### config.mk
export PLATFORM = sky130hd
export DESIGN_NAME = mch_command_handler
export DESIGN_NICKNAME = d
export VERILOG_FILES = /design/src/rtl/mch_pkg.sv /design/src/rtl/mch_command_handler.sv
export SDC_FILE = /design/constraint.sdc
export NUM_CORES = 1
export LEC_CHECK = 0
export ABC_AREA = 1
export BUFFER_PORTS_ARGS = -buffer_cell sky130_fd_sc_hd__clkbuf_2
export CELL_PAD_IN_SITES_DETAIL_PLACEMENT = 0
export CELL_PAD_IN_SITES_GLOBAL_PLACEMENT = 1
export CORE_UTILIZATION = 34
export DETAILED_ROUTE_END_ITERATION = 8
export PLACE_DENSITY = 0.74
export SLEW_MARGIN = 0
export SYNTH_ARGS = -nofsm -noshare
export SYNTH_HDL_FRONTEND = slang
export SYNTH_SLANG_ARGS = --single-unit
### constraint.sdc
create_clock -name clock -period 2.2 [get_ports clock]
set_input_delay 0.44 -clock clock [delete_from_list [all_inputs] [get_ports clock]]
set_output_delay 0.44 -clock clock [all_outputs]
set_load 0.03 [all_outputs]
### src/rtl/mch_pkg.sv
// Shared types and constants of the common command handler
package mch_pkg;

    // Standard event status bit positions and power-on value
    localparam int unsigned POWER_ON_BIT      = 7;
    localparam int unsigned COMMAND_ERROR_BIT = 5;
    localparam int unsigned EXEC_ERROR_BIT    = 4;
    localparam int unsigned DEVICE_ERROR_BIT  = 3;
    localparam int unsigned QUERY_ERROR_BIT   = 2;
    localparam logic [7:0]  EVENT_RESET       = 8'h80;
    localparam logic [7:0]  EVENT_USED_MASK   = 8'hBC;

    // Self test result fields
    localparam logic [3:0]  SELF_TEST_MASK    = 4'hF;

    // Response sizing
    localparam int unsigned MAX_RESPONSE_BYTES = 300;
    localparam int unsigned MAX_NUMBER_BYTES   = 3;
    localparam int unsigned ON_OFF_BYTES       = 3;

    // Averaging and setting defaults
    localparam logic [6:0]  AVERAGE_OFF        = 7'h00;
    localparam logic [6:0]  AVERAGE_MAX        = 7'h40;
    localparam logic        BACKLIGHT_DEFAULT  = 1'b1;
    localparam logic        MONITOR_DEFAULT    = 1'b1;

    // Backlight blank delay
    localparam int unsigned CLOCK_HZ           = 100_000_000;
    localparam int unsigned BLANK_DELAY_S      = 10;
    localparam int unsigned BLANK_DELAY_CYCLES = BLANK_DELAY_S * CLOCK_HZ;

    typedef enum logic [3:0] {
        OP_CLEAR_STATUS, OP_EVENT_QUERY, OP_IDENT_QUERY, OP_RESET, OP_TRIGGER,
        OP_SELF_TEST, OP_WAIT, OP_BACKLIGHT, OP_BACKLIGHT_QUERY, OP_MONITOR,
        OP_MONITOR_QUERY, OP_AVERAGE, OP_AVERAGE_QUERY, OP_READ_RESULT, OP_SETTING
    } mch_op_t;

    typedef enum logic [2:0] {
        ARG_NONE, ARG_ON, ARG_OFF, ARG_NUMBER, ARG_OTHER
    } mch_arg_t;

    typedef enum logic [1:0] {
        RESP_INTEGER, RESP_ON, RESP_OFF, RESP_IDENT
    } mch_resp_kind_t;

    typedef struct packed {
        mch_op_t    opcode;
        mch_arg_t   argKind;
        logic [15:0] argValue;
        logic       argRoundUp;
    } mch_cmd_t;

    typedef struct packed {
        mch_resp_kind_t kind;
        logic [7:0]     value;
        logic           header;
    } mch_resp_t;

endpackage : mch_pkg

### src/rtl/mch_command_handler.sv
// Common and display command execution for the remote-control port
`timescale 1ns/1ns
`default_nettype none
module mch_command_handler
    import mch_pkg::*;
#(
    parameter int unsigned BLANK_CYCLES = BLANK_DELAY_CYCLES,
    parameter int unsigned IDENT_BYTES  = 20,
    parameter int unsigned HEADER_BYTES = 24
) (
    input  wire logic          clock,
    input  wire logic          reset,
    input  wire logic          cmdValid,
    input  wire mch_pkg::mch_cmd_t cmdWord,
    input  wire logic          cmdHasData,
    output logic               cmdReady,
    input  wire logic          headerEnable,
    input  wire logic          triggerExternal,
    input  wire logic          compensationBusy,
    input  wire logic          engineBusy,
    input  wire logic          selfTestDone,
    input  wire logic [3:0]    selfTestFaults,
    input  wire logic          touchPanel,
    input  wire logic [7:0]    deviceEventA,
    input  wire logic [7:0]    deviceEventB,
    input  wire logic          deviceError,
    output logic               respValid,
    output mch_pkg::mch_resp_t respWord,
    output logic [7:0]         standardEventStatus,
    output logic [7:0]         deviceEventStatusA,
    output logic [7:0]         deviceEventStatusB,
    output logic               measureStart,
    output logic               readResultStart,
    output logic               selfTestStart,
    output logic               settingStrobe,
    output logic               defaultsLoad,
    output logic               displayLit,
    output logic               monitorShown,
    output logic [6:0]         averageCount
);
    import mch_pkg::*;

    typedef enum logic [1:0] {ST_IDLE, ST_WAIT, ST_SELF_TEST} mch_state_t;

    mch_state_t  state_q, state_d;
    logic        ready_q;
    logic [7:0]  standard_event_status_q, standard_event_status_d;
    logic [7:0]  evtA_q, evtB_q;
    mch_resp_t   resp_q, resp_d;
    logic        respValid_q, respValid_d;
    logic        read_result_query_q, readResult_q, selfTest_q, setting_q, defaults_q;
    logic        backlightOn_q, backlightOn_d;
    logic        monitor_q, monitor_d;
    logic [6:0]  average_q, average_d;
    logic [31:0] blank_q, blank_d;
    logic        lit_q;

    wire mch_cmd_t cmd       = cmdWord;
    wire logic     take      = cmdValid && ready_q;
    wire logic     isOp      [0:14];
    wire logic     noParam   = isOp[OP_CLEAR_STATUS] || isOp[OP_RESET]
                               || isOp[OP_TRIGGER] || isOp[OP_WAIT];
    wire logic     needsIdle = isOp[OP_TRIGGER] || isOp[OP_SELF_TEST] || isOp[OP_BACKLIGHT]
                               || isOp[OP_MONITOR] || isOp[OP_AVERAGE] || isOp[OP_SETTING];
    wire logic     onOffArg  = (cmd.argKind == ARG_ON) || (cmd.argKind == ARG_OFF);
    wire logic [16:0] rounded = {1'b0, cmd.argValue} + {16'h0000, cmd.argRoundUp};
    wire logic     avgPow2   = (rounded == 17'h00002) || (rounded == 17'h00004)
                               || (rounded == 17'h00008) || (rounded == 17'h00010)
                               || (rounded == 17'h00020) || (rounded == 17'h00040);
    wire logic     avgValid  = (cmd.argKind == ARG_OFF) || ((cmd.argKind == ARG_NUMBER) && avgPow2);

    genvar g;
    generate
        for (g = 0; g < 15; g++) begin : gDecode
            assign isOp[g] = take && (cmd.opcode == mch_op_t'(g));
        end
    endgenerate

    // Error sources, evaluated in priority order for one command
    wire logic cmdErr   = (noParam && cmdHasData)
                          || (isOp[OP_AVERAGE] && !compensationBusy && !avgValid);
    wire logic execBusy = needsIdle && compensationBusy && !(noParam && cmdHasData);
    wire logic execTrig = isOp[OP_TRIGGER] && !cmdHasData && !compensationBusy
                          && !triggerExternal;
    wire logic execArg  = (isOp[OP_BACKLIGHT] || isOp[OP_MONITOR]) && !compensationBusy
                          && !onOffArg;
    wire logic execErr  = execBusy || execTrig || execArg;
    wire logic goodCmd  = take && !cmdErr && !execErr;

    // Response length check; setting and averaging answers grow by the header when headerEnable is set
    wire logic [15:0] hdrLen   = headerEnable ? 16'(HEADER_BYTES) : 16'h0000;
    wire logic        longId   = isOp[OP_IDENT_QUERY] && (IDENT_BYTES > MAX_RESPONSE_BYTES);
    wire logic        longSet  = (isOp[OP_BACKLIGHT_QUERY] || isOp[OP_MONITOR_QUERY])
                                 && ((32'(hdrLen) + ON_OFF_BYTES) > MAX_RESPONSE_BYTES);
    wire logic        longAvg  = isOp[OP_AVERAGE_QUERY]
                                 && ((32'(hdrLen) + MAX_NUMBER_BYTES) > MAX_RESPONSE_BYTES);
    wire logic        queryErr = longId || longSet || longAvg;
    wire logic        testLong = (MAX_NUMBER_BYTES > MAX_RESPONSE_BYTES);

    wire logic [7:0] setBits = ({7'h00, cmdErr} << COMMAND_ERROR_BIT)
                               | ({7'h00, execErr} << EXEC_ERROR_BIT)
                               | ({7'h00, deviceError} << DEVICE_ERROR_BIT)
                               | ({7'h00, queryErr} << QUERY_ERROR_BIT);

    always_comb begin
        state_d       = state_q;
        standard_event_status_d        = standard_event_status_q;
        resp_d        = resp_q;
        respValid_d   = 1'b0;
        backlightOn_d = backlightOn_q;
        monitor_d     = monitor_q;
        average_d     = average_q;
        blank_d       = (blank_q != 32'h00000000) ? blank_q - 32'h00000001 : blank_q;
        if (touchPanel) begin
            blank_d = BLANK_CYCLES;
        end
        case (state_q)
            ST_IDLE: begin
                if (isOp[OP_CLEAR_STATUS] && goodCmd) begin
                    standard_event_status_d = 8'h00;
                end
                if (isOp[OP_EVENT_QUERY]) begin
                    resp_d      = '{kind: RESP_INTEGER, value: standard_event_status_q, header: 1'b0};
                    respValid_d = 1'b1;
                    standard_event_status_d      = 8'h00;
                end
                if (isOp[OP_IDENT_QUERY] && !longId) begin
                    resp_d      = '{kind: RESP_IDENT, value: 8'h00, header: 1'b0};
                    respValid_d = 1'b1;
                end
                if (isOp[OP_RESET] && goodCmd) begin
                    backlightOn_d = BACKLIGHT_DEFAULT;
                    monitor_d     = MONITOR_DEFAULT;
                    average_d     = AVERAGE_OFF;
                end
                if (isOp[OP_SELF_TEST] && goodCmd) begin
                    state_d = ST_SELF_TEST;
                end
                if (isOp[OP_WAIT] && goodCmd && engineBusy) begin
                    state_d = ST_WAIT;
                end
                if (isOp[OP_BACKLIGHT] && goodCmd) begin
                    backlightOn_d = (cmd.argKind == ARG_ON);
                    blank_d       = BLANK_CYCLES;
                end
                if (isOp[OP_MONITOR] && goodCmd) begin
                    monitor_d = (cmd.argKind == ARG_ON);
                end
                if (isOp[OP_AVERAGE] && goodCmd) begin
                    average_d = (cmd.argKind == ARG_OFF) ? AVERAGE_OFF : rounded[6:0];
                end
                if ((isOp[OP_BACKLIGHT_QUERY] || isOp[OP_MONITOR_QUERY]) && !longSet) begin
                    resp_d.kind   = (isOp[OP_BACKLIGHT_QUERY] ? backlightOn_q : monitor_q)
                                    ? RESP_ON : RESP_OFF;
                    resp_d.value  = 8'h00;
                    resp_d.header = headerEnable;
                    respValid_d   = 1'b1;
                end
                if (isOp[OP_AVERAGE_QUERY] && !longAvg) begin
                    resp_d      = '{kind: (average_q == AVERAGE_OFF) ? RESP_OFF : RESP_INTEGER,
                                    value: {1'b0, average_q}, header: headerEnable};
                    respValid_d = 1'b1;
                end
            end
            ST_WAIT: begin
                if (!engineBusy) begin
                    state_d = ST_IDLE;
                end
            end
            ST_SELF_TEST: begin
                if (selfTestDone) begin
                    state_d = ST_IDLE;
                    if (!testLong) begin
                        resp_d      = '{kind: RESP_INTEGER,
                                        value: {4'h0, selfTestFaults & SELF_TEST_MASK},
                                        header: 1'b0};
                        respValid_d = 1'b1;
                    end
                end
            end
            default: begin
                state_d = ST_IDLE;
            end
        endcase
        // New errors win over a clear in the same cycle
        standard_event_status_d = (standard_event_status_d | setBits) & EVENT_USED_MASK;
        if (state_q == ST_SELF_TEST && selfTestDone && testLong) begin
            standard_event_status_d[QUERY_ERROR_BIT] = 1'b1;
        end
    end

    wire logic clearDev = isOp[OP_CLEAR_STATUS] && goodCmd;

    always_ff @(posedge clock) begin
        if (reset) begin
            state_q <= ST_IDLE;
            ready_q <= 1'b0;
            standard_event_status_q  <= EVENT_RESET;
            evtA_q  <= 8'h00;
            evtB_q  <= 8'h00;
        end else begin
            state_q <= state_d;
            // One command at a time, none while waiting or testing
            ready_q <= (state_d == ST_IDLE) && !take;
            standard_event_status_q  <= standard_event_status_d;
            evtA_q  <= (clearDev ? 8'h00 : evtA_q) | deviceEventA;
            evtB_q  <= (clearDev ? 8'h00 : evtB_q) | deviceEventB;
        end
    end

    always_ff @(posedge clock) begin
        if (reset) begin
            resp_q       <= '{kind: RESP_INTEGER, value: 8'h00, header: 1'b0};
            respValid_q  <= 1'b0;
            read_result_query_q    <= 1'b0;
            readResult_q <= 1'b0;
            selfTest_q   <= 1'b0;
            setting_q    <= 1'b0;
            defaults_q   <= 1'b0;
        end else begin
            resp_q       <= resp_d;
            respValid_q  <= respValid_d;
            read_result_query_q    <= isOp[OP_TRIGGER] && goodCmd;
            readResult_q <= isOp[OP_READ_RESULT];
            selfTest_q   <= isOp[OP_SELF_TEST] && goodCmd;
            setting_q    <= isOp[OP_SETTING] && goodCmd;
            defaults_q   <= isOp[OP_RESET] && goodCmd;
        end
    end

    always_ff @(posedge clock) begin
        if (reset) begin
            backlightOn_q <= BACKLIGHT_DEFAULT;
            monitor_q     <= MONITOR_DEFAULT;
            average_q     <= AVERAGE_OFF;
            blank_q       <= BLANK_CYCLES;
            lit_q         <= 1'b1;
        end else begin
            backlightOn_q <= backlightOn_d;
            monitor_q     <= monitor_d;
            average_q     <= average_d;
            blank_q       <= blank_d;
            // Timer of one stays lit so the blank lands on expiry
            lit_q         <= backlightOn_d || (blank_d != 32'h00000000);
        end
    end

    assign cmdReady            = ready_q;
    assign respValid           = respValid_q;
    assign respWord            = resp_q;
    assign standardEventStatus = standard_event_status_q;
    assign deviceEventStatusA  = evtA_q;
    assign deviceEventStatusB  = evtB_q;
    assign measureStart        = read_result_query_q;
    assign readResultStart     = readResult_q;
    assign selfTestStart       = selfTest_q;
    assign settingStrobe       = setting_q;
    assign defaultsLoad        = defaults_q;
    assign displayLit          = lit_q;
    assign monitorShown        = monitor_q;
    assign averageCount        = average_q;

    a_param_data_error: assert property (@(posedge clock) disable iff (reset)
        (take && noParam && cmdHasData) |=> standardEventStatus[COMMAND_ERROR_BIT])
        else $error("Data after parameterless command not flagged");
    a_event_read_clear: assert property (@(posedge clock) disable iff (reset)
        (isOp[OP_EVENT_QUERY] && !cmdErr && !execErr && !deviceError)
        |=> respValid && respWord.value == $past(standard_event_status_q) && standardEventStatus == 8'h00)
        else $error("Event query did not return and clear");
    a_no_header_event: assert property (@(posedge clock) disable iff (reset)
        (take && (cmd.opcode == OP_EVENT_QUERY || cmd.opcode == OP_IDENT_QUERY))
        |=> respValid && !respWord.header)
        else $error("Header on common query answer");
    a_trigger_once: assert property (@(posedge clock) disable iff (reset)
        measureStart |-> !$past(measureStart) && $past(isOp[OP_TRIGGER] && triggerExternal))
        else $error("Trigger started more than one measurement");
    a_trigger_internal: assert property (@(posedge clock) disable iff (reset)
        (isOp[OP_TRIGGER] && !triggerExternal && !cmdHasData)
        |=> !measureStart && standardEventStatus[EXEC_ERROR_BIT])
        else $error("Trigger accepted in internal mode");
    a_busy_refuse: assert property (@(posedge clock) disable iff (reset)
        (take && needsIdle && compensationBusy && !cmdHasData)
        |=> !settingStrobe && !selfTestStart && standardEventStatus[EXEC_ERROR_BIT])
        else $error("Command not refused during compensation");
    a_wait_holds: assert property (@(posedge clock) disable iff (reset)
        (state_q == ST_WAIT && engineBusy) |=> !cmdReady)
        else $error("Commands taken while waiting");
    a_selftest_range: assert property (@(posedge clock) disable iff (reset)
        (state_q == ST_SELF_TEST && selfTestDone) |=> respValid && respWord.value <= 8'h0F
        && respWord.value[3:0] == $past(selfTestFaults) && !respWord.header)
        else $error("Self test answer out of range");
    a_average_set: assert property (@(posedge clock) disable iff (reset)
        (isOp[OP_AVERAGE] && goodCmd && cmd.argKind == ARG_NUMBER) |=> averageCount <= AVERAGE_MAX
        && averageCount == $past(rounded[6:0]))
        else $error("Averaging count not stored");
    a_average_bad: assert property (@(posedge clock) disable iff (reset)
        (isOp[OP_AVERAGE] && !avgValid && !compensationBusy)
        |=> standardEventStatus[COMMAND_ERROR_BIT] && $stable(averageCount))
        else $error("Bad averaging not a command error");
    a_light_arg: assert property (@(posedge clock) disable iff (reset)
        (isOp[OP_BACKLIGHT] && !onOffArg) |=> standardEventStatus[EXEC_ERROR_BIT])
        else $error("Bad backlight argument accepted");
    a_light_on: assert property (@(posedge clock) disable iff (reset)
        backlightOn_q |=> displayLit)
        else $error("Display dark with backlight on");
    a_clear_events: assert property (@(posedge clock) disable iff (reset)
        (isOp[OP_CLEAR_STATUS] && goodCmd && deviceEventA == 8'h00 && deviceEventB == 8'h00)
        |=> deviceEventStatusA == 8'h00 && deviceEventStatusB == 8'h00
        && !standardEventStatus[POWER_ON_BIT])
        else $error("Clear status left event bits set");
    a_result_nowait: assert property (@(posedge clock) disable iff (reset)
        isOp[OP_READ_RESULT] |=> readResultStart)
        else $error("Result query not started at once");
    a_setting_taken: assert property (@(posedge clock) disable iff (reset)
        (isOp[OP_SETTING] && !compensationBusy) |=> settingStrobe)
        else $error("Setting not passed on while idle");
    a_reset_defaults: assert property (@(posedge clock) disable iff (reset)
        (isOp[OP_RESET] && !cmdHasData)
        |=> defaultsLoad && displayLit && monitorShown && averageCount == AVERAGE_OFF)
        else $error("Reset command did not restore defaults");

endmodule : mch_command_handler
`default_nettype wire

==> flow_summary_export.csv, run 1 <==
group,metric,value,unit
worst_hold_path,hold_class,"in -> reg",
floorplanning,fp.coreArea,13300,um^2
cells_and_area,fin_area,7480,um^2
synthesis,synth-edff-count,0,
floorplanning,start_util,35.1,%
synthesis,ys_seq_area_share,35.2,%
global_route,grt_pass1_vias,5421,
worst_setup_path,endpoint_kind,"register",
synthesis,ys_warn_count,0,
floorplanning,die_w,119,um
cells_and_area,final_util,56.3,%
cells_and_area,final_net_count,1041,
worst_setup_path,critPathArrivalTime,2.49,ns
global_route,grt_pass1_wl,24900,um
drt,first_pass_iters,5,
worst_setup_path,required,2.42,ns
floorplanning,dieArea,14200,um^2
global_route,grt_overflow_total,0,
clock_network,clockRootBuffer,"clkbuf_16",
synthesis,async_flop_share,0,%
drt,ant_nets,0,
status,status,"complete, but fails checks",
worst_setup_path,start_kind,"register",
synthesis,ys_seq_elements,82,
drt,wl_per_cell,13.6,um
clock_network,htree_num_levels,3,
drt,vias,5553,
clock_network,cts_hold_buffers,0,
clock_network,clk_latency,0.34,ns
power_and_ir_drop,powerDensity,527,nW/um^2
cells_and_area,nFillCells,1297,
drt,totalWireLength,15800,um
worst_setup_path,worstSetupPathType,"reg -> reg",
sta,setup_viol,5,
synthesis,synth.distinct_cells,39,
sta,grt_setup_unrepaired,"yes",
clock_network,clkTransAtPathRegs,0.06,ns
cells_and_area,syn2layout_area_growth,60.4,%
floorplanning,ios,106,
status,violations,"setup timing",
power_and_ir_drop,design_power_total,3.94,mW
sta,setup_ws,-0.0633,ns
cells_and_area,n_antenna_cell,0,
sta,post-route-period-util,103,%
worst_setup_path,reg2reg_depth,14,
cells_and_area,drive_above_1_share,44.0,%
floorplanning,fp-row-count,42,
drt,vias_per_cell,4.78,
synthesis,avgSynthCellArea,6.44,um^2
synthesis,syn-instance-count,724,
drt,route.detailed.drc,0,
synthesis,synth.cell_area,4660,um^2
global_route,antenna_found_initial,0,
place,io_buffers,101,
sta,clock.fmax,0.442,GHz
worst_hold_path,hold-path-cell-count,3,
clock_network,cts_tree,"built",
floorplanning,die_y,119,um
clock_network,clock_path_buffers,2,
cells_and_area,final_cell_mix,"145 x buf_4, 117 x nand2_1, 111 x nor2_1",
synthesis,ys.flop_type,"dfxtp_1",
place,routabilityCongestion,0.945,
place,hpwlAfterDp,12200,um
global_route,track_usage,21.9,%
job,maxCapViolCount,0,
power_and_ir_drop,max-vdd-ir-drop,359,uV
power_and_ir_drop,p_leak,3.48,nW
sta,drv_slew,0,
drt,drtIter0Drc,259,
cells_and_area,mostFrequentLayoutCell,"buf_4",
sta,hold_viol,0,
global_route,grt_max_degree,30,
clock_network,clock-sinks,82,
place,place_area,6470,um^2
clock_network,numCtsBuffers,9,
sta,min_period,2.26,ns
sta,clock_skew,0.00820,ns
worst_setup_path,cp_max_fo,2,
## worst max-delay path, stage by stage, from the launching register on
cell	delay (ns)
dfxtp_1	0.32
nor2_2	0.15
nand2_2	0.11
nor2_4	0.15
nand2_2	0.08
o21bai_1	0.19
nand3_1	0.14
nor2_2	0.15
nand4_1	0.11
nor2_2	0.17
nand4_1	0.12
nor2_2	0.16
nand3_1	0.10
nor2_1	0.12
nand3_1	0.08
## routing by layer
metal	GRT usage, %	part of all wire (%)	wire (um)
met1	26.4	44	6970
met2	38.0	49	7780
met3	4.50	4.3	681
met4	8.07	2.6	414
met5	0	0	0
## cell type report
class,instances,area (um^2),area share [%]
Clock buffer,12,246,3.29
Clock inverter,4,51.3,0.686
Inverter,88,353,4.72
Multi-Input combinational cell,542,3170,42.4
Sequential cell,82,1660,22.2
Tap cell,176,220,2.94
Timing Repair Buffer,257,1770,23.6
Timing Repair inverter,1,11.3,0.151
## worst paths after layout
path,startpoint,to,slack [ns]
setup reg to reg,blank_q[17],displayLit,-0.06
hold / removal,deviceEventA[5],deviceEventStatusA[5],0.31
hold reg to reg,respWord[0],respWord[0],0.48
setup / recovery,blank_q[17],displayLit,-0.06
## report_power, final
group          switching (mW)  total, mW  internal [mW]
sequential             0.0380       1.57           1.53
combinational           0.470      0.847          0.377
clock                   0.616       1.53          0.912
total                    1.12       3.94           2.82
## cell usage after synthesis (4+ instances only)
library cell / count / area, um^2
a21oi_1: 34 / 170
buf_4: 4 / 30.0
clkbuf_1: 8 / 30.0
dfxtp_1: 82 / 1640
ha_1: 5 / 62.6
inv_1: 83 / 312
inv_2: 5 / 18.8
nand2_1: 138 / 518
nand2_2: 5 / 31.3
nand3_1: 61 / 305
nand3b_1: 4 / 30.0
nand4_1: 18 / 113
nor2_1: 155 / 582
nor2_2: 11 / 68.8
nor3_1: 24 / 120
o21ai_0: 26 / 130
o21ai_1: 4 / 20.0
xnor2_1: 15 / 131
xor2_1: 11 / 96.3
## kinds of logic (layout without fill, tap and decap cells)
kind of cell / count (synthesis) / after routing / synth area share, %
buffers and inverters: 103 / 362 / 8.96
DFF: 82 / 82 / 35.2
xor gates and xnor gates: 26 / 26 / 4.88
and+or+nand+nor: 429 / 429 / 40.4
AOI/OAI and AO/OA: 78 / 78 / 9.17
adders and majority gates: 5 / 5 / 1.34
other: 1 / 4 / 0.0804
## what timing repair did
item / 4_1_cts / 5_1_grt
pin swaps: 33 / 26
gates resized for setup: 70 / 99
setup buffers: 10 / 8
hold endpoints to repair: 0 / 0
cloned: 0 / 2
setup endpoints to repair: 48 / 67
## flip-flops by register name, summed over array words and instances, names as in the netlist, 2 cells and up
| register | flops |
|---|---|
| deviceEventStatusA | 8 |
| deviceEventStatusB | 8 |
| respWord | 11 |
| standardEventStatus | 4 |
| blank_q | 32 |
| state_q | 2 |
| averageCount | 7 |
## through the flow
step	setup WS [ns]	TNS (ns)	std cells	hold slack [ns]
after floorplan	-0.0387	-0.241	727	0.476
after global placement	-0.439	-22.38	1126	0.461
after detailed placement	-0.483	-24.53	1126	0.473
after CTS	-0.0321	-0.160	1152	0.303
after global routing	-0.242	-7.56	1162	0.312
final	-0.0633	-0.106	1162	0.308
Note: power is estimated with default switching activity, not from simulation.
==> run 2, diff against run 1 <==
REMOVE_ABC_BUFFERS = 1   (was default)
==> run 2 against run 1 <==
Combinational power shrank 2.6%. Sequential share of layout area rose by 0.28 points. Clock-buffer cell count is 1 lower. Die area unchanged. The flow still finishes with violations (setup timing). Worst setup slack worse by 0.078 ns. Clock power rose by 11%. Non-clock buffer count decreased by 7.
==> flow_summary_export.csv, run 2 (synthesized netlist as in run 1, its figures left out) <==
group,metric,value,unit
status,status,"complete, but fails checks",
status,violations,"setup timing",
sta,worst_pin_slew,0.582,ns
worst_setup_path,start_kind,"register",
power_and_ir_drop,internal_power,2.95,mW
place,routabilityCongestion,0.913,
global_route,grt_pass1_wl,24700,um
cells_and_area,final_cell_mix,"140 x buf_4, 135 x nand2_1, 113 x nor2_1",
power_and_ir_drop,p_leak,3.43,nW
floorplanning,fp.coreArea,13300,um^2
worst_setup_path,crit_path_max_incr_delay,0.32,ns
worst_setup_path,slowest_stage,"dfxtp_1",
worst_setup_path,endpoint_kind,"register",
worst_setup_path,required,2.43,ns
global_route,grt_max_degree,20,
worst_setup_path,worstSetupPathType,"reg -> reg",
place,io_buffers,101,
worst_hold_path,hold_class,"in -> reg",
drt,totalWireLength,15700,um
clock_network,clkTransAtPathRegs,0.06,ns
worst_setup_path,critPathArrivalTime,2.58,ns
sta,max_slew_margin,61.1,%
cells_and_area,syn2layout_area_growth,57.5,%
drt,vias_per_cell,4.76,
drt,ant_nets,0,
power_and_ir_drop,power_frac_seq,38.3,%
place,dp.cells,1129,
power_and_ir_drop,max-vdd-ir-drop,429,uV
sta,clock_skew,0.00894,ns
global_route,track_usage,22.1,%
power_and_ir_drop,swShare,27.7,%
cells_and_area,regMostFlops,"blank_q",
sta,setup_viol,8,
sta,drv_slew,0,
cells_and_area,final_net_count,1033,
global_route,antenna_found_initial,0,
sta,post-route-period-util,106,%
global_route,grt_overflow_total,0,
place,dp_slack,-0.499,ns
drt,first_pass_iters,4,
cells_and_area,stdcell_count,1154,
clock_network,clock_path_buffers,2,
worst_hold_path,hold-path-cell-count,3,
drt,drtIter0Drc,154,
floorplanning,die_w,119,um
cells_and_area,largest_registers,"blank_q: 32 flops, respWord: 11 flops",
global_route,grt_pass1_vias,5347,
sta,hold_viol,0,
cells_and_area,drive_above_1_share,40.3,%
drt,route.detailed.drc,0,
worst_setup_path,cpMostUsedCell,"nor2_2",
place,place_area,6380,um^2
power_and_ir_drop,p_comb_share,20.2,%
sta,grt_setup_unrepaired,"yes",
power_and_ir_drop,p_switching,1.13,mW
power_and_ir_drop,powerDensity,556,nW/um^2
power_and_ir_drop,pwr-share-clk,41.5,%
clock_network,clockRootBuffer,"clkbuf_16",
worst_setup_path,crit_chain,"nor2_2, nand2_1, buf_4, inv_1, nand3_1, nor2_2, nand2_1, nand2_1, nand2_1, nor2_2, nand4_1, nor2_2, nand4_1, nor2_2, nand3_1, nor2_1, nand3_1",
cells_and_area,mostFrequentLayoutCell,"buf_4",
worst_setup_path,reg2reg_depth,17,
floorplanning,ios,106,
cells_and_area,n_antenna_cell,0,
clock_network,cts_tree,"built",
worst_setup_path,cp_max_fo,5,
clock_network,numCtsBuffers,9,
clock_network,clk_latency,0.35,ns
place,hpwlAfterDp,12400,um
sta,min_period,2.34,ns
floorplanning,die_y,119,um
clock_network,cts_hold_buffers,0,
drt,wl_per_cell,13.6,um
drt,vias,5489,
cells_and_area,largest_reg_flops,32,
sta,setup_ws,-0.141,ns
clock_network,htree_num_levels,3,
floorplanning,start_util,35.1,%
sta,clock.fmax,0.427,GHz
floorplanning,fp-row-count,42,
floorplanning,dieArea,14200,um^2
clock_network,clock-sinks,82,
cells_and_area,fin_area,7340,um^2
job,maxCapViolCount,0,
-- run 2: cell types whose count changed in the layout (fill, tap and decap cells not counted), moves of 4 or more --
| cell | before | now |
|---|---|---|
| a21oi_1 | 12 | 22 |
| a21oi_2 | 22 | 12 |
| buf_4 | 145 | 140 |
| dfxtp_1 | 72 | 76 |
| nand2_1 | 117 | 135 |
| nand2_2 | 25 | 6 |
-- run 2: power by group through the flow --
stage | clock network, mW | logic (mW) | registers, mW
finish | 1.70 | 0.825 | 1.56
global route | 1.78 | 0.900 | 1.57
CTS | 1.73 | 0.745 | 1.56
detailed placement | 0 | 0.724 | 1.59
global placement | 0 | 0.715 | 1.59
floorplan | 0 | 0.292 | 1.65
-- run 2: metal layers --
metal  part of all wire, %  vias up  GRT usage (%)
met5                     0        -              0
met4                   2.0        0           7.44
met3                   5.1       24           5.41
li1                      -     2826              -
met1                    41     2527           24.4
met2                    52      112           40.8
-- run 2: path summary, 6_finish.rpt --
kind / startpoint / end / slack [ns]
max: blank_q[5] / displayLit / -0.14
min: deviceEventB[1] / deviceEventStatusB[1] / 0.30
max reg2reg: blank_q[5] / displayLit / -0.14
min reg2reg: respWord[0] / respWord[0] / 0.48
-- run 2: metrics by stage --
stage	utilization, %	hold WS, ns	total power, mW	setup TNS (ns)
after global routing	55.2	0.296	4.25	-4.46
after CTS	51.5	0.285	4.04	-0.121
after detailed placement	48.0	0.472	2.31	-28.19
after global placement	48.0	0.458	2.30	-22.56
final	55.2	0.296	4.09	-0.259
after floorplan	-	0.479	1.94	-3.19
-- run 2: worst max-delay path, delay by kind of cell, from the launching register on --
kind | cells | cell delay, ns
buffers and inverters | 2 | 0.21
AND/OR/NAND/NOR | 15 | 1.69
flip-flops | 1 | 0.32
-- run 2: timing repair --
| action | in CTS | in global routing |
|---|---|---|
| setup buffers | 1 | 7 |
| resized for setup | 37 | 118 |
| setup endpoints to repair | 52 | 68 |
| gates cloned | 0 | 1 |
| pin swaps | 3 | 41 |
-- run 2: final cells by class --
type / instances / area [um^2]
fill: 1297 / 5950
multi-input combinational: 542 / 3100
timing repair buffer: 250 / 1700
sequential: 82 / 1650
inverter: 88 / 345
clock buffer: 11 / 253
tap: 176 / 220
clock inverter: 5 / 83.8
==> run 3, diff against run 2 <==
ABC_AREA = 0   (was 1)
CORE_UTILIZATION = 35   (was 34)
HOLD_SLACK_MARGIN = 0.12   (was default)
PLACE_DENSITY = 0.8   (was 0.74)
==> run 3 against run 2 <==
The flow still finishes with violations (setup timing). Area after synthesis is 5.3% lower. Hold slack better by 0.0046 ns. Synthesized cell count is 25% lower. Critical path depth is 9 lower. Via count is 11% lower.
==> flow_summary_export.csv, run 3 <==
group,metric,value,unit
synthesis,syn-instance-count,540,
sta,hold_viol,0,
cells_and_area,n_antenna_cell,0,
sta,clock.fmax,0.395,GHz
cells_and_area,nFillCells,1103,
clock_network,clockRootBuffer,"clkbuf_16",
worst_setup_path,required,2.40,ns
drt,drtIter0Drc,284,
cells_and_area,final_net_count,827,
sta,min_period,2.53,ns
power_and_ir_drop,design_power_total,4.08,mW
clock_network,cts_tree,"built",
floorplanning,ios,106,
drt,first_pass_iters,5,
clock_network,numCtsBuffers,9,
synthesis,synth-xor-area-share,5.75,%
synthesis,async_flop_share,0,%
power_and_ir_drop,power_frac_seq,38.2,%
power_and_ir_drop,max-vdd-ir-drop,289,uV
sta,fin_setup_tns,-3.45,ns
synthesis,synth_simple_gate_area_share,30.3,%
synthesis,synth.cell_area,4420,um^2
worst_setup_path,crit_chain,"buf_6, or4_4, or4_4, o31a_1, a21oi_2, nand2_2, a2111oi_4, nand4_1",
clock_network,clock-sinks,82,
sta,post-route-period-util,115,%
cells_and_area,largest_reg_flops,32,
job,maxCapViolCount,0,
synthesis,ys_seq_area_share,37.1,%
drt,vias_per_cell,5.22,
synthesis,synthMostInstantiatedCell,"dfxtp_1",
cells_and_area,syn2layout_area_growth,55.5,%
place,io_buffers,101,
place,dp.cells,915,
synthesis,synth-edff-count,0,
worst_setup_path,cpMostUsedCell,"or4_4",
cells_and_area,regArea,1650,um^2
power_and_ir_drop,p_switching,1.12,mW
worst_setup_path,endpoint_kind,"register",
sta,drv_slew,0,
worst_setup_path,slowest_stage,"or4_4",
synthesis,avgSynthCellArea,8.18,um^2
synthesis,synth_fa_ha_area_share,1.42,%
floorplanning,dieArea,13100,um^2
drt,route.detailed.drc,0,
clock_network,cts_hold_buffers,0,
synthesis,ys_warn_count,0,
floorplanning,die_w,114,um
synthesis,ys_seq_elements,82,
global_route,grt_overflow_total,0,
clock_network,clkTransAtPathRegs,0.06,ns
worst_setup_path,crit_path_max_incr_delay,0.51,ns
synthesis,synthTopCellsByArea,"dfxtp_1 37%, nor2_1 6.2%, a21oi_1 3.6%",
synthesis,synthMuxAreaShare,1.16,%
worst_setup_path,cp_max_fo,5,
cells_and_area,mostFrequentLayoutCell,"buf_4",
sta,holdWs,0.300,ns
worst_setup_path,worstSetupPathType,"reg -> reg",
floorplanning,fp.coreArea,12200,um^2
global_route,track_usage,22.4,%
synthesis,synth_top_family_by_area,"simple AND/OR/NAND/NOR gates",
cells_and_area,largest_registers,"blank_q: 32 flops, respWord: 11 flops",
cells_and_area,regMostFlops,"blank_q",
drt,totalWireLength,14100,um
power_and_ir_drop,p_comb_share,21.1,%
global_route,antenna_found_initial,0,
clock_network,clock_path_buffers,2,
sta,grt_setup_unrepaired,"yes",
synthesis,ys.flop_type,"dfxtp_1",
worst_setup_path,critPathArrivalTime,2.73,ns
synthesis,synth_compound_area_share,19.4,%
sta,setup_ws,-0.334,ns
power_and_ir_drop,internal_power,2.96,mW
worst_setup_path,start_kind,"register",
cells_and_area,final_cell_mix,"135 x buf_4, 99 x clkbuf_2, 76 x dfxtp_1",
cells_and_area,final_util,56.5,%
global_route,grt_max_degree,23,
power_and_ir_drop,swShare,27.4,%
cells_and_area,multi_input_area,2950,um^2
place,hpwlAfterDp,10600,um
status,status,"complete, but fails checks",
synthesis,synth_top_area_share,37.1,%
cells_and_area,stdcell_count,940,
sta,clock_skew,0.00870,ns
sta,setup_viol,21,
drt,ant_nets,0,
global_route,grt_pass1_vias,4899,
worst_hold_path,hold_class,"in -> reg",
clock_network,clk_latency,0.35,ns
power_and_ir_drop,pwr-share-clk,40.7,%
power_and_ir_drop,p_leak,2.84,nW
clock_network,htree_num_levels,3,
place,routabilityCongestion,0.903,
floorplanning,die_y,114,um
power_and_ir_drop,powerDensity,594,nW/um^2
status,violations,"setup timing",
global_route,grt_pass1_wl,23200,um
synthesis,synth_common_cells,"82 x dfxtp_1, 73 x nor2_1, 42 x nand2_1, 32 x a21oi_1, 22 x clkbuf_1",
drt,vias,4906,
drt,wl_per_cell,15.0,um
floorplanning,start_util,36.3,%
synthesis,synth.distinct_cells,74,
cells_and_area,drive_above_1_share,44.4,%
floorplanning,fp-row-count,40,
synthesis,synth_area_leader_cell,"dfxtp_1",
## run 3: changes by cell type in the layout (fill, tap and decap cells not counted), sizes merged, moves of 9 or more
cell,before,now
o2bb2ai,0,9
o21ai,31,17
nand4,18,9
nor2,168,74
nor4,3,24
inv,89,15
nand2,143,42
nand3,65,20
nor2b,0,9
## run 3: area by class of cell
| class | count | share of cell area [%] |
|---|---|---|
| clock buffer | 11 | 3.53 |
| clock inverter | 5 | 1.24 |
| inverter | 13 | 0.710 |
| multi-input combinational | 413 | 42.9 |
| sequential | 82 | 24.0 |
| tap | 168 | 3.06 |
| timing repair buffer | 248 | 24.5 |
## run 3: cell families (layout without fill, tap and decap cells)
| logic type | Yosys count | after routing |
|---|---|---|
| buf+inv | 48 | 277 |
| xor+xnor | 29 | 29 |
| fa+ha+maj | 5 | 5 |
| other cells | 1 | 4 |
| compound gates | 119 | 119 |
| flops | 82 | 82 |
| simple gates | 251 | 251 |
| mux | 5 | 5 |
## run 3: worst max-delay path, delay by kind of cell (launching register included)
family	cells	cell delay (ns)
AO/OA/AOI/OAI	3	0.69
buffers and inverters	1	0.12
AND/OR/NAND/NOR	4	1.26
flip-flops	1	0.33
## run 3: through the flow
stage               setup WS, ns  area, um^2
finish                    -0.334        6870
global route              -0.381        6870
CTS                       -0.301        6690
detailed placement        -0.741        6030
global placement          -0.638        6030
floorplan                 -0.561        4270
## run 3: final timing paths
| kind | start | to | slack (ns) | depth (start not counted) |
|---|---|---|---|---|
| worst max register to register | blank_q[0] | displayLit | -0.33 | 8 |
| worst max-delay path | blank_q[0] | displayLit | -0.33 | 8 |
| worst min register to register | respWord[0] | respWord[0] | 0.47 | 1 |
| worst min-delay path | deviceEventA[2] | deviceEventStatusA[2] | 0.30 | 3 |
## run 3: routing by layer
layer / GRT usage [%] / routed length (um)
met1: 27.6 / 6320
met2: 38.0 / 6780
met3: 4.24 / 711
met4: 9.78 / 290
met5: 0 / 0
## run 3: power groups by stage
stage / sequential (mW) / combinational (mW) / clock, mW
after floorplan: 1.66 / 0.276 / 0
after global placement: 1.59 / 0.739 / 0
after detailed placement: 1.59 / 0.755 / 0
after CTS: 1.56 / 0.816 / 1.69
after global routing: 1.57 / 0.928 / 1.75
final: 1.56 / 0.862 / 1.66
## run 3: repair_timing
action,in CTS,in global routing
cloned,1,0
pin swaps,27,16
endpoints found under the setup margin,27,44
resized for setup,59,40
buffers inserted,6,6
